### src/psp_pkg.sv
// constants, types and decode helpers for the pin driver serial configuration port
package psp_pkg;

    // ------------------------------------------------------------
    // clocking
    // ------------------------------------------------------------
    localparam int unsigned CLK_HZ = 40_000_000;
    localparam int unsigned SCLK_MAX_HZ = 50_000_000;
    localparam int unsigned SYNC_STAGES = 3;

    // ------------------------------------------------------------
    // frame layout
    // ------------------------------------------------------------
    localparam int unsigned FRAME_W = 24;
    localparam int unsigned DATA_W = 16;
    localparam int unsigned NUM_REGS = 16;
    localparam int unsigned NUM_CH = 2;
    localparam int unsigned BIT_SPARE = 23;
    localparam int unsigned BIT_CAL = 22;
    localparam int unsigned BIT_CH1 = 21;
    localparam int unsigned BIT_CH0 = 20;
    localparam int unsigned IDX_MSB = 19;
    localparam int unsigned IDX_LSB = 16;
    localparam int unsigned DATA_MSB = 15;
    localparam int unsigned DATA_LSB = 0;

    // ------------------------------------------------------------
    // register numbers and power-up values
    // ------------------------------------------------------------
    localparam logic [3:0] REG_DRV_CTRL = 4'h0;
    localparam logic [3:0] REG_PMU_CTRL = 4'h8;
    localparam logic [3:0] REG_OFFSET_LEVEL = 4'hd;
    localparam logic [15:0] RST_DRV_CTRL = 16'h0004;
    localparam logic [15:0] RST_DRV_CAL = 16'h0008;
    localparam logic [15:0] RST_PMU_CTRL = 16'h0003;
    localparam logic [15:0] RST_ZERO = 16'h0000;
    localparam logic [23:0] RST_FRAME = 24'h00_0000;

    // ------------------------------------------------------------
    // types
    // ------------------------------------------------------------
    typedef logic [15:0] psp_word_t;
    typedef logic [15:0][15:0] psp_bank_t;

    // ------------------------------------------------------------
    // decode helpers
    // ------------------------------------------------------------
    function automatic logic [1:0] psp_chan_sel(input logic [23:0] frame);
        return {frame[BIT_CH1], frame[BIT_CH0]};
    endfunction

    function automatic logic [3:0] psp_reg_idx(input logic [23:0] frame);
        return frame[IDX_MSB:IDX_LSB];
    endfunction

    function automatic psp_word_t psp_level_reset(input logic [3:0] idx);
        if (idx == REG_DRV_CTRL) begin
            return RST_DRV_CTRL;
        end else if (idx == REG_PMU_CTRL) begin
            return RST_PMU_CTRL;
        end
        return RST_ZERO;
    endfunction

    function automatic psp_word_t psp_cal_reset(input logic [3:0] idx);
        return (idx == REG_DRV_CTRL) ? RST_DRV_CAL : RST_ZERO;
    endfunction

endpackage

### src/psp_sync.sv
// three-stage input synchroniser with agreement filter and edge pulses
`timescale 1ns/1ps
`default_nettype none

module psp_sync #(
    parameter logic RST_VAL = 1'b0
) (
    // clock and reset
    input wire logic clk_i,
    input wire logic rstn_i,
    // asynchronous input
    input wire logic async_i,
    // filtered level and edges
    output logic level_o,
    output logic rise_o,
    output logic fall_o
);

    // ------------------------------------------------------------
    // state
    // ------------------------------------------------------------
    typedef struct packed {
        logic [2:0] ff;
        logic filt;
        logic rise;
        logic fall;
    } psp_sync_state_t;

    localparam psp_sync_state_t RESET_STATE = '{ff: {3{RST_VAL}}, filt: RST_VAL, rise: 1'b0, fall: 1'b0};

    psp_sync_state_t s;
    psp_sync_state_t next_s;

    // stage 0 feeds stage 1 only; the filter looks at stages 1 and 2
    always_comb begin
        next_s = s;
        next_s.ff = {s.ff[1:0], async_i};
        next_s.rise = 1'b0;
        next_s.fall = 1'b0;
        if (s.ff[1] == s.ff[2]) begin
            next_s.filt = s.ff[2];
            next_s.rise = s.ff[2] & ~s.filt;
            next_s.fall = ~s.ff[2] & s.filt;
        end
    end

    always_ff @(posedge clk_i or negedge rstn_i) begin
        if (!rstn_i) begin
            s <= RESET_STATE;
        end else begin
            s <= next_s;
        end
    end

    assign level_o = s.filt;
    assign rise_o = s.rise;
    assign fall_o = s.fall;

endmodule // psp_sync

`default_nettype wire

### src/psp_shreg.sv
// 24-bit serial shift register with buffered last-bit output
`timescale 1ns/1ps
`default_nettype none

module psp_shreg (
    // clock and reset
    input wire logic clk_i,
    input wire logic rstn_i,
    // shift request and serial bit
    input wire logic shift_i,
    input wire logic bit_i,
    // parallel frame and serial echo
    output logic [23:0] frame_o,
    output logic dout_o
);

    // ------------------------------------------------------------
    // state
    // ------------------------------------------------------------
    typedef struct packed {
        logic [23:0] frame;
        logic dout;
    } psp_shreg_state_t;

    psp_shreg_state_t s;
    psp_shreg_state_t next_s;

    always_comb begin
        next_s = s;
        if (shift_i) begin
            next_s.frame = {s.frame[22:0], bit_i};
        end
        // the echo lags the register by one clock so it never glitches mid-shift
        next_s.dout = s.frame[psp_pkg::BIT_SPARE];
    end

    always_ff @(posedge clk_i or negedge rstn_i) begin
        if (!rstn_i) begin
            s <= '{frame: psp_pkg::RST_FRAME, dout: 1'b0};
        end else begin
            s <= next_s;
        end
    end

    assign frame_o = s.frame;
    assign dout_o = s.dout;

endmodule // psp_shreg

`default_nettype wire

### src/psp_port.sv
// serial configuration port: frame capture, input stage and control/level/calibration registers
//
// What this block does
// - serial clock is sampled by clk_i, so at 40MHz it must stay well below 20MHz; host stays under it.
// - while select low, each serial clock rise shifts data into 24-bit register.
// - strobe high at select rise: a non-calibration frame goes only to the input stage.
// - strobe falling edge copies held input stage into control and level registers.
// - strobe low at select rise: stage transparent, registers update at select rise.
// - calibration writes apply at select rise regardless of strobe level.
// - serial output is buffered last shift bit, previous frame shifts out fully.
// - frame with both channel enables zero changes no register.
// - address bit A6 routes write to the calibration register of selected DAC.
// - A5 enables channel 1, A4 enables channel 0; all enabled channels update.
// - most significant address bit is ignored.
// - four lowest address bits pick one of sixteen registers.
// - sixteen bits after address are payload, D15 most significant.
// - power-up: driver control 0x0004, driver calibration 0x0008, PMU control 0x0003.
// - register 13: channel 0 is voltage offset, channel 1 current offset.
`timescale 1ns/1ps
`default_nettype none

module psp_port (
    // clock and reset
    input wire logic clk_i,
    input wire logic rstn_i,
    // serial link pins
    input wire logic sclk_i,
    input wire logic cs_n_i,
    input wire logic din_i,
    input wire logic load_n_i,
    output logic dout_o,
    // register contents, per channel, per register number
    output logic [1:0][15:0][15:0] level_o,
    output logic [1:0][15:0][15:0] cal_o,
    output logic [1:0][15:0] pending_o,
    // shared offset levels
    output logic [15:0] voltage_offset_level_o,
    output logic [15:0] current_offset_level_o
);

    // ------------------------------------------------------------
    // pin synchronisers
    // ------------------------------------------------------------
    // the link clock is sampled, not used as a clock, so a 40MHz system clock
    // only follows serial clocks well below 20MHz; full rate needs a faster clk_i
    logic sclk_rise;
    logic cs_n_level;
    logic cs_rise;
    logic din_level;
    logic load_n_level;
    logic load_fall;
    logic [23:0] frame;

    psp_sync #(.RST_VAL(1'b0)) u_sync_sclk (
        .clk_i(clk_i),
        .rstn_i(rstn_i),
        .async_i(sclk_i),
        .level_o(),
        .rise_o(sclk_rise),
        .fall_o()
    );

    psp_sync #(.RST_VAL(1'b1)) u_sync_cs (
        .clk_i(clk_i),
        .rstn_i(rstn_i),
        .async_i(cs_n_i),
        .level_o(cs_n_level),
        .rise_o(cs_rise),
        .fall_o()
    );

    psp_sync #(.RST_VAL(1'b0)) u_sync_din (
        .clk_i(clk_i),
        .rstn_i(rstn_i),
        .async_i(din_i),
        .level_o(din_level),
        .rise_o(),
        .fall_o()
    );

    psp_sync #(.RST_VAL(1'b1)) u_sync_load (
        .clk_i(clk_i),
        .rstn_i(rstn_i),
        .async_i(load_n_i),
        .level_o(load_n_level),
        .rise_o(),
        .fall_o(load_fall)
    );

    // ------------------------------------------------------------
    // shift register
    // ------------------------------------------------------------
    psp_shreg u_shreg (
        .clk_i(clk_i),
        .rstn_i(rstn_i),
        .shift_i(sclk_rise & ~cs_n_level),
        .bit_i(din_level),
        .frame_o(frame),
        .dout_o(dout_o)
    );

    // ------------------------------------------------------------
    // register state
    // ------------------------------------------------------------
    typedef struct packed {
        psp_pkg::psp_bank_t [1:0] level;
        psp_pkg::psp_bank_t [1:0] cal;
        psp_pkg::psp_bank_t [1:0] hold;
        logic [1:0][15:0] pending;
    } psp_state_t;

    function automatic psp_state_t psp_make_reset();
        psp_state_t r;
        r = '0;
        for (int ch = 0; ch < psp_pkg::NUM_CH; ch++) begin
            for (int i = 0; i < psp_pkg::NUM_REGS; i++) begin
                r.level[ch][i] = psp_pkg::psp_level_reset(4'(i));
                r.hold[ch][i] = psp_pkg::psp_level_reset(4'(i));
                r.cal[ch][i] = psp_pkg::psp_cal_reset(4'(i));
            end
        end
        return r;
    endfunction

    localparam psp_state_t RESET_STATE = psp_make_reset();

    psp_state_t s;
    psp_state_t next_s;

    // ------------------------------------------------------------
    // update logic
    // ------------------------------------------------------------
    always_comb begin
        logic [1:0] sel;
        logic [3:0] idx;
        logic [15:0] data;
        sel = psp_pkg::psp_chan_sel(frame);
        idx = psp_pkg::psp_reg_idx(frame);
        data = frame[psp_pkg::DATA_MSB:psp_pkg::DATA_LSB];
        next_s = s;
        // strobe edge applies held words first; a frame closing in the same
        // cycle is then handled on top of it, so it is never lost
        if (load_fall) begin
            for (int ch = 0; ch < psp_pkg::NUM_CH; ch++) begin
                for (int i = 0; i < psp_pkg::NUM_REGS; i++) begin
                    if (s.pending[ch][i]) begin
                        next_s.level[ch][i] = s.hold[ch][i];
                        next_s.pending[ch][i] = 1'b0;
                    end
                end
            end
        end
        if (cs_rise) begin
            for (int ch = 0; ch < psp_pkg::NUM_CH; ch++) begin
                if (sel[ch]) begin
                    if (frame[psp_pkg::BIT_CAL]) begin
                        // the PMU control slot has no calibration register
                        if (idx != psp_pkg::REG_PMU_CTRL) begin
                            next_s.cal[ch][idx] = data;
                        end
                    end else begin
                        next_s.hold[ch][idx] = data;
                        if (!load_n_level) begin
                            next_s.level[ch][idx] = data;
                            next_s.pending[ch][idx] = 1'b0;
                        end else begin
                            next_s.pending[ch][idx] = 1'b1;
                        end
                    end
                end
            end
        end
    end

    always_ff @(posedge clk_i or negedge rstn_i) begin
        if (!rstn_i) begin
            s <= RESET_STATE;
        end else begin
            s <= next_s;
        end
    end

    // ------------------------------------------------------------
    // outputs
    // ------------------------------------------------------------
    assign level_o = s.level;
    assign cal_o = s.cal;
    assign pending_o = s.pending;
    assign voltage_offset_level_o = s.level[0][psp_pkg::REG_OFFSET_LEVEL];
    assign current_offset_level_o = s.level[1][psp_pkg::REG_OFFSET_LEVEL];

endmodule // psp_port

`default_nettype wire

### config.mk
export PLATFORM = sky130hd
export DESIGN_NAME = psp_port
export DESIGN_NICKNAME = d
export VERILOG_FILES = /design/src/psp_pkg.sv /design/src/psp_sync.sv /design/src/psp_shreg.sv /design/src/psp_port.sv
export SDC_FILE = /design/constraint.sdc
export NUM_CORES = 2
export LEC_CHECK = 0
export BUFFER_PORTS_ARGS = -buffer_cell sky130_fd_sc_hd__buf_2
export CORE_AREA = 5 5 424 426
export CTS_BUF_LIST = sky130_fd_sc_hd__clkbuf_8
export DETAILED_ROUTE_END_ITERATION = 8
export DIE_AREA = 0 0 429 431
export SLEW_MARGIN = 20
export SYNTH_ARGS = -nofsm -noshare
export SYNTH_HDL_FRONTEND = slang
export SYNTH_SLANG_ARGS = --single-unit
### constraint.sdc
create_clock -name clk_i -period 2.7 [get_ports clk_i]
set_clock_uncertainty 0.15 [all_clocks]
set_input_delay 0.135 -clock clk_i [delete_from_list [all_inputs] [get_ports clk_i]]
set_output_delay 0.135 -clock clk_i [all_outputs]
set_load 0.01 [all_outputs]
==> results.md <==
Logic synthesis:
- In this run, synthesis produced a sequential element count of 1612.
- The post-synth design cell area is 0.0739 mm^2.
- The mean cell area of the mapped netlist is 12.4 um^2.
- The total number of yosys warnings is 0.
- The sequential share of the synthesized area is 54.6%.
- The synthesized net count is 5964.
- The most instantiated flip-flop cell in the synthesis netlist is sky130_fd_sc_hd__dfrtp_1.
- In this run, synthesis inferred 0 flip-flops with an integrated enable.
- The proportion of synthesized flip-flops having asynchronous set or reset is 100%.
- The instance count of the mapped netlist is 5958.
- The netlist uses 38 different library cells.
- Ranked by total cell area, the synthesized netlist is headed by sky130_fd_sc_hd__dfrtp_1, sky130_fd_sc_hd__mux2_2, sky130_fd_sc_hd__buf_4, sky130_fd_sc_hd__mux2i_1, sky130_fd_sc_hd__nand3_1.
- The share of the synthesized area in the top cell type is 53.8%.
- Summed over all instances, the cell type with the most area after synthesis is sky130_fd_sc_hd__dfrtp_1.

Global route:
- Entering global routing, the biggest net connects 95 pins.
- Global routing finished with a remaining overflow of 0.
- The via count of the first global-routing pass came to 46233.
- The first global-routing pass estimated 334000 um of wire.
- For this run, the total global-route usage over all layers was measured as 24.3%.
- The initial antenna violation count was 13.

Finish:
- The number of cells in the finished layout apart from fillers is 8614.
- The net count of the finished layout is 6077.
- The fraction of layout instances using a drive strength above 1 is 46.2%.
- The post-route cell area is 0.0810 mm^2.
- The signed area change from the synthesized netlist to the final layout is 9.52%.
- The count of fill cells added during filler insertion is 16055.

Clock network:
- In this run, post-CTS repair resized a total of 0 instances.
- The number of H-tree levels is 5.
- The root buffer cell chosen for the clock tree is sky130_fd_sc_hd__clkbuf_8.
- The post-CTS setup-driven buffer insertion count is 0.
- Clock-pin slew was measured on the worst setup and hold paths at 50 ps.
- The TritonCTS clock tree is done.
- At the later pin of the worst-skew pair, clock insertion delay measures 1000 ps.
- Counting along the longest clock path gives a buffer depth of 4.
- The number of hold buffers added after cts is 11.
- The number of clock sinks is 1612.
- In this run, CTS created clock tree buffers numbering 297.

Flow run:
- Across the run, the number of max-cap violations was 0.

Worst setup path:
- STA classifies the critical path startpoint as a flip-flop.
- By startpoint and endpoint, the worst setup path is classified as reg -> reg.
- The arrival time at the worst endpoint is 3250 ps.
- The category of the worst setup path capture point is a flip-flop.
- At the worst endpoint, the required time is 3420 ps.
- Along the worst path, the maximum fanout reaches 18.

Timing:
- The sum of negative setup slack is 0 ps.
- The setup-violating endpoint count in the final report is 0.
- Derived from the worst setup path, the maximum achievable clock frequency is 395 MHz.
- The slew at the pin closest to its max-slew limit is 1020 ps.
- The smallest setup slack after layout is 170 ps.
- The max-slew violation total from the final report came to 0.
- The worst path uses 93.7% of the clock period.
- Setup repair after global routing left no endpoint under its margin.
- Subtracting the final worst setup slack from the clock period gives 2530 ps.
- The final hold slack is 190 ps.
- The normalized max-slew margin is 31.7%.
- The final count of hold timing violations is 0.

Placed design:
- Before CTS, the worst setup slack after placement is 110 ps.
- Buffers placed on the I/O ports in this run total 1094.
- After legalization and detailed placement, the total HPWL measured 152000 um.
- Including well taps, the total number of placed cells is 8101.
- Routability-driven placement finished with a final weighted congestion of 0.815.
- The cell area after placement is 0.0751 mm^2.

Worst hold path:
- The path type of the worst min-delay path is reg -> reg.

Detailed routing:
- Once detail routing completed, the nets flagged for antenna violations numbered 0.
- After detailed routing, the number of vias per cell comes to 5.29.
- The wire length per cell after detailed routing is 26.9 um.
- The overall routed net length is 232000 um.
- The DRC violation count after routing is 0.
- For this block, the initial DRC count from the detailed router was 3399.
- Before antenna repair, the detailed router went through 5 iterations.
- The detailed-route via count is 45611.

Floorplan:
- The number of placed I/O pins is 1095.
- The die width is 429 um.
- The number of core rows is 154.
- Measured along the y axis, the die boundary spans 431 um.
- The die covers 0.185 mm^2.
- The effective utilization at floorplan is 42.2%.
- The core region is 0.175 mm^2.

Power and ir drop:
- VDD sags by at most 0.471 mV.
- Dividing total power by cell area gives a power density of 617 mW/mm^2.
- The leakage power of the design is 46.0 nW.

Outcome:
- The run finished with clean final reports.
[cells in the final DEF, fill, tap and decap left out, types with 3 or more instances in the layout]
cell and count:
sky130_fd_sc_hd__buf_2 1093, sky130_fd_sc_hd__dfstp_2 22, sky130_fd_sc_hd__buf_12 68, sky130_fd_sc_hd__nand2b_1 3
sky130_fd_sc_hd__dfrtp_4 17, sky130_fd_sc_hd__nand2_2 20, sky130_fd_sc_hd__dlygate4sd3_1 10, sky130_fd_sc_hd__nand4b_1 4
sky130_fd_sc_hd__diode_2 6, sky130_fd_sc_hd__maj3_1 4, sky130_fd_sc_hd__mux2_2 1028, sky130_fd_sc_hd__nor2b_1 32
sky130_fd_sc_hd__and2_0 20, sky130_fd_sc_hd__clkinvlp_4 5, sky130_fd_sc_hd__o21ai_0 350, sky130_fd_sc_hd__mux2_1 20
sky130_fd_sc_hd__and4bb_2 6, sky130_fd_sc_hd__nor4b_4 4, sky130_fd_sc_hd__nor3_1 160, sky130_fd_sc_hd__bufinv_16 5
sky130_fd_sc_hd__or2_2 7, sky130_fd_sc_hd__nand2_1 54, sky130_fd_sc_hd__dfrtp_1 1573, sky130_fd_sc_hd__nor2_2 20
sky130_fd_sc_hd__nand3_1 354, sky130_fd_sc_hd__clkbuf_8 365, sky130_fd_sc_hd__mux2i_1 512, sky130_fd_sc_hd__a21oi_1 160
sky130_fd_sc_hd__buf_4 208, sky130_fd_sc_hd__clkinv_2 16, sky130_fd_sc_hd__inv_1 103
[synthesized netlist by cell type (3+ instances only)]
cell type and number:
sky130_fd_sc_hd__nor3_1 160, sky130_fd_sc_hd__nand2b_1 3, sky130_fd_sc_hd__buf_6 3, sky130_fd_sc_hd__mux2i_1 512
sky130_fd_sc_hd__nor2_2 20, sky130_fd_sc_hd__buf_1 21, sky130_fd_sc_hd__clkbuf_2 4, sky130_fd_sc_hd__a21oi_1 160
sky130_fd_sc_hd__and2_0 20, sky130_fd_sc_hd__nand2_1 54, sky130_fd_sc_hd__buf_4 1119, sky130_fd_sc_hd__mux2_2 1028
sky130_fd_sc_hd__buf_2 128, sky130_fd_sc_hd__and4bb_2 8, sky130_fd_sc_hd__mux2_1 20, sky130_fd_sc_hd__o21ai_0 350
sky130_fd_sc_hd__nand4b_1 4, sky130_fd_sc_hd__nand3_1 354, sky130_fd_sc_hd__nor4b_2 3, sky130_fd_sc_hd__nand2_2 20
sky130_fd_sc_hd__or2_2 7, sky130_fd_sc_hd__dfstp_2 22, sky130_fd_sc_hd__nor2b_1 33, sky130_fd_sc_hd__clkbuf_1 291
sky130_fd_sc_hd__dfrtp_1 1590, sky130_fd_sc_hd__maj3_1 4
[per-layer routing]
layer	GRT usage, %	routed length (um)	vias to the layer above
li1	-	-	19691
met1	31.1	95000	23931
met2	39.9	113000	1560
met3	5.66	14200	429
met4	10.3	10200	0
met5	0	0	-
[worst max-delay path: stages, from the launching register on]
cell,delay (ps)
sky130_fd_sc_hd__dfrtp_1,810
sky130_fd_sc_hd__and4bb_2,690
sky130_fd_sc_hd__nand2_1,210
sky130_fd_sc_hd__buf_4,270
sky130_fd_sc_hd__mux2_2,290
[layout make-up]
type	instances	area, um^2	area share (%)
Multi-Input combinational cell	2780	23400	28.9
Tap cell	2340	2930	3.62
Clock inverter	131	672	0.830
Timing Repair Buffer	1380	8520	10.5
Sequential cell	1612	40400	49.9
Antenna cell	6	15.0	0.0185
Clock buffer	365	5020	6.21
[final timing paths]
kind	from	to	slack, ps	cells after the start
max	u_shreg.frame_o[18]	flip-flop	170	4
min	u_sync_din.next_s[4]	u_sync_din.next_s[5]	190	0
max reg2reg	u_shreg.frame_o[18]	flip-flop	170	4
min reg2reg	u_sync_din.next_s[4]	u_sync_din.next_s[5]	190	0
max in group asynchronous	rstn_i	async pin	1060	6
min in group asynchronous	rstn_i	level_o[89]	290	4
[power by group]
part	switching [mW]	internal, mW
Sequential	0.562	24.2
Clock	10.2	12.6
Combinational	1.88	0.458
Total	12.7	37.3
[cell families after synthesis]
kind of cell / Yosys count / share of synthesized area [%]
compound gates: 512 / 3.47
fa+ha+maj: 4 / 0.0542
buf+inv: 1566 / 13.9
flops: 1612 / 54.6
mux: 1560 / 22.9
simple gates: 704 / 5.09
[per-stage QoR]
stage / util [%] / total power, mW
after global routing: 46.2 / 51.9
after floorplan: - / 25.6
after CTS: 46.2 / 50.7
after global placement: 42.8 / 27.6
after detailed placement: 42.8 / 27.6
final: 46.2 / 49.9
(Power assumes the default switching activity.)
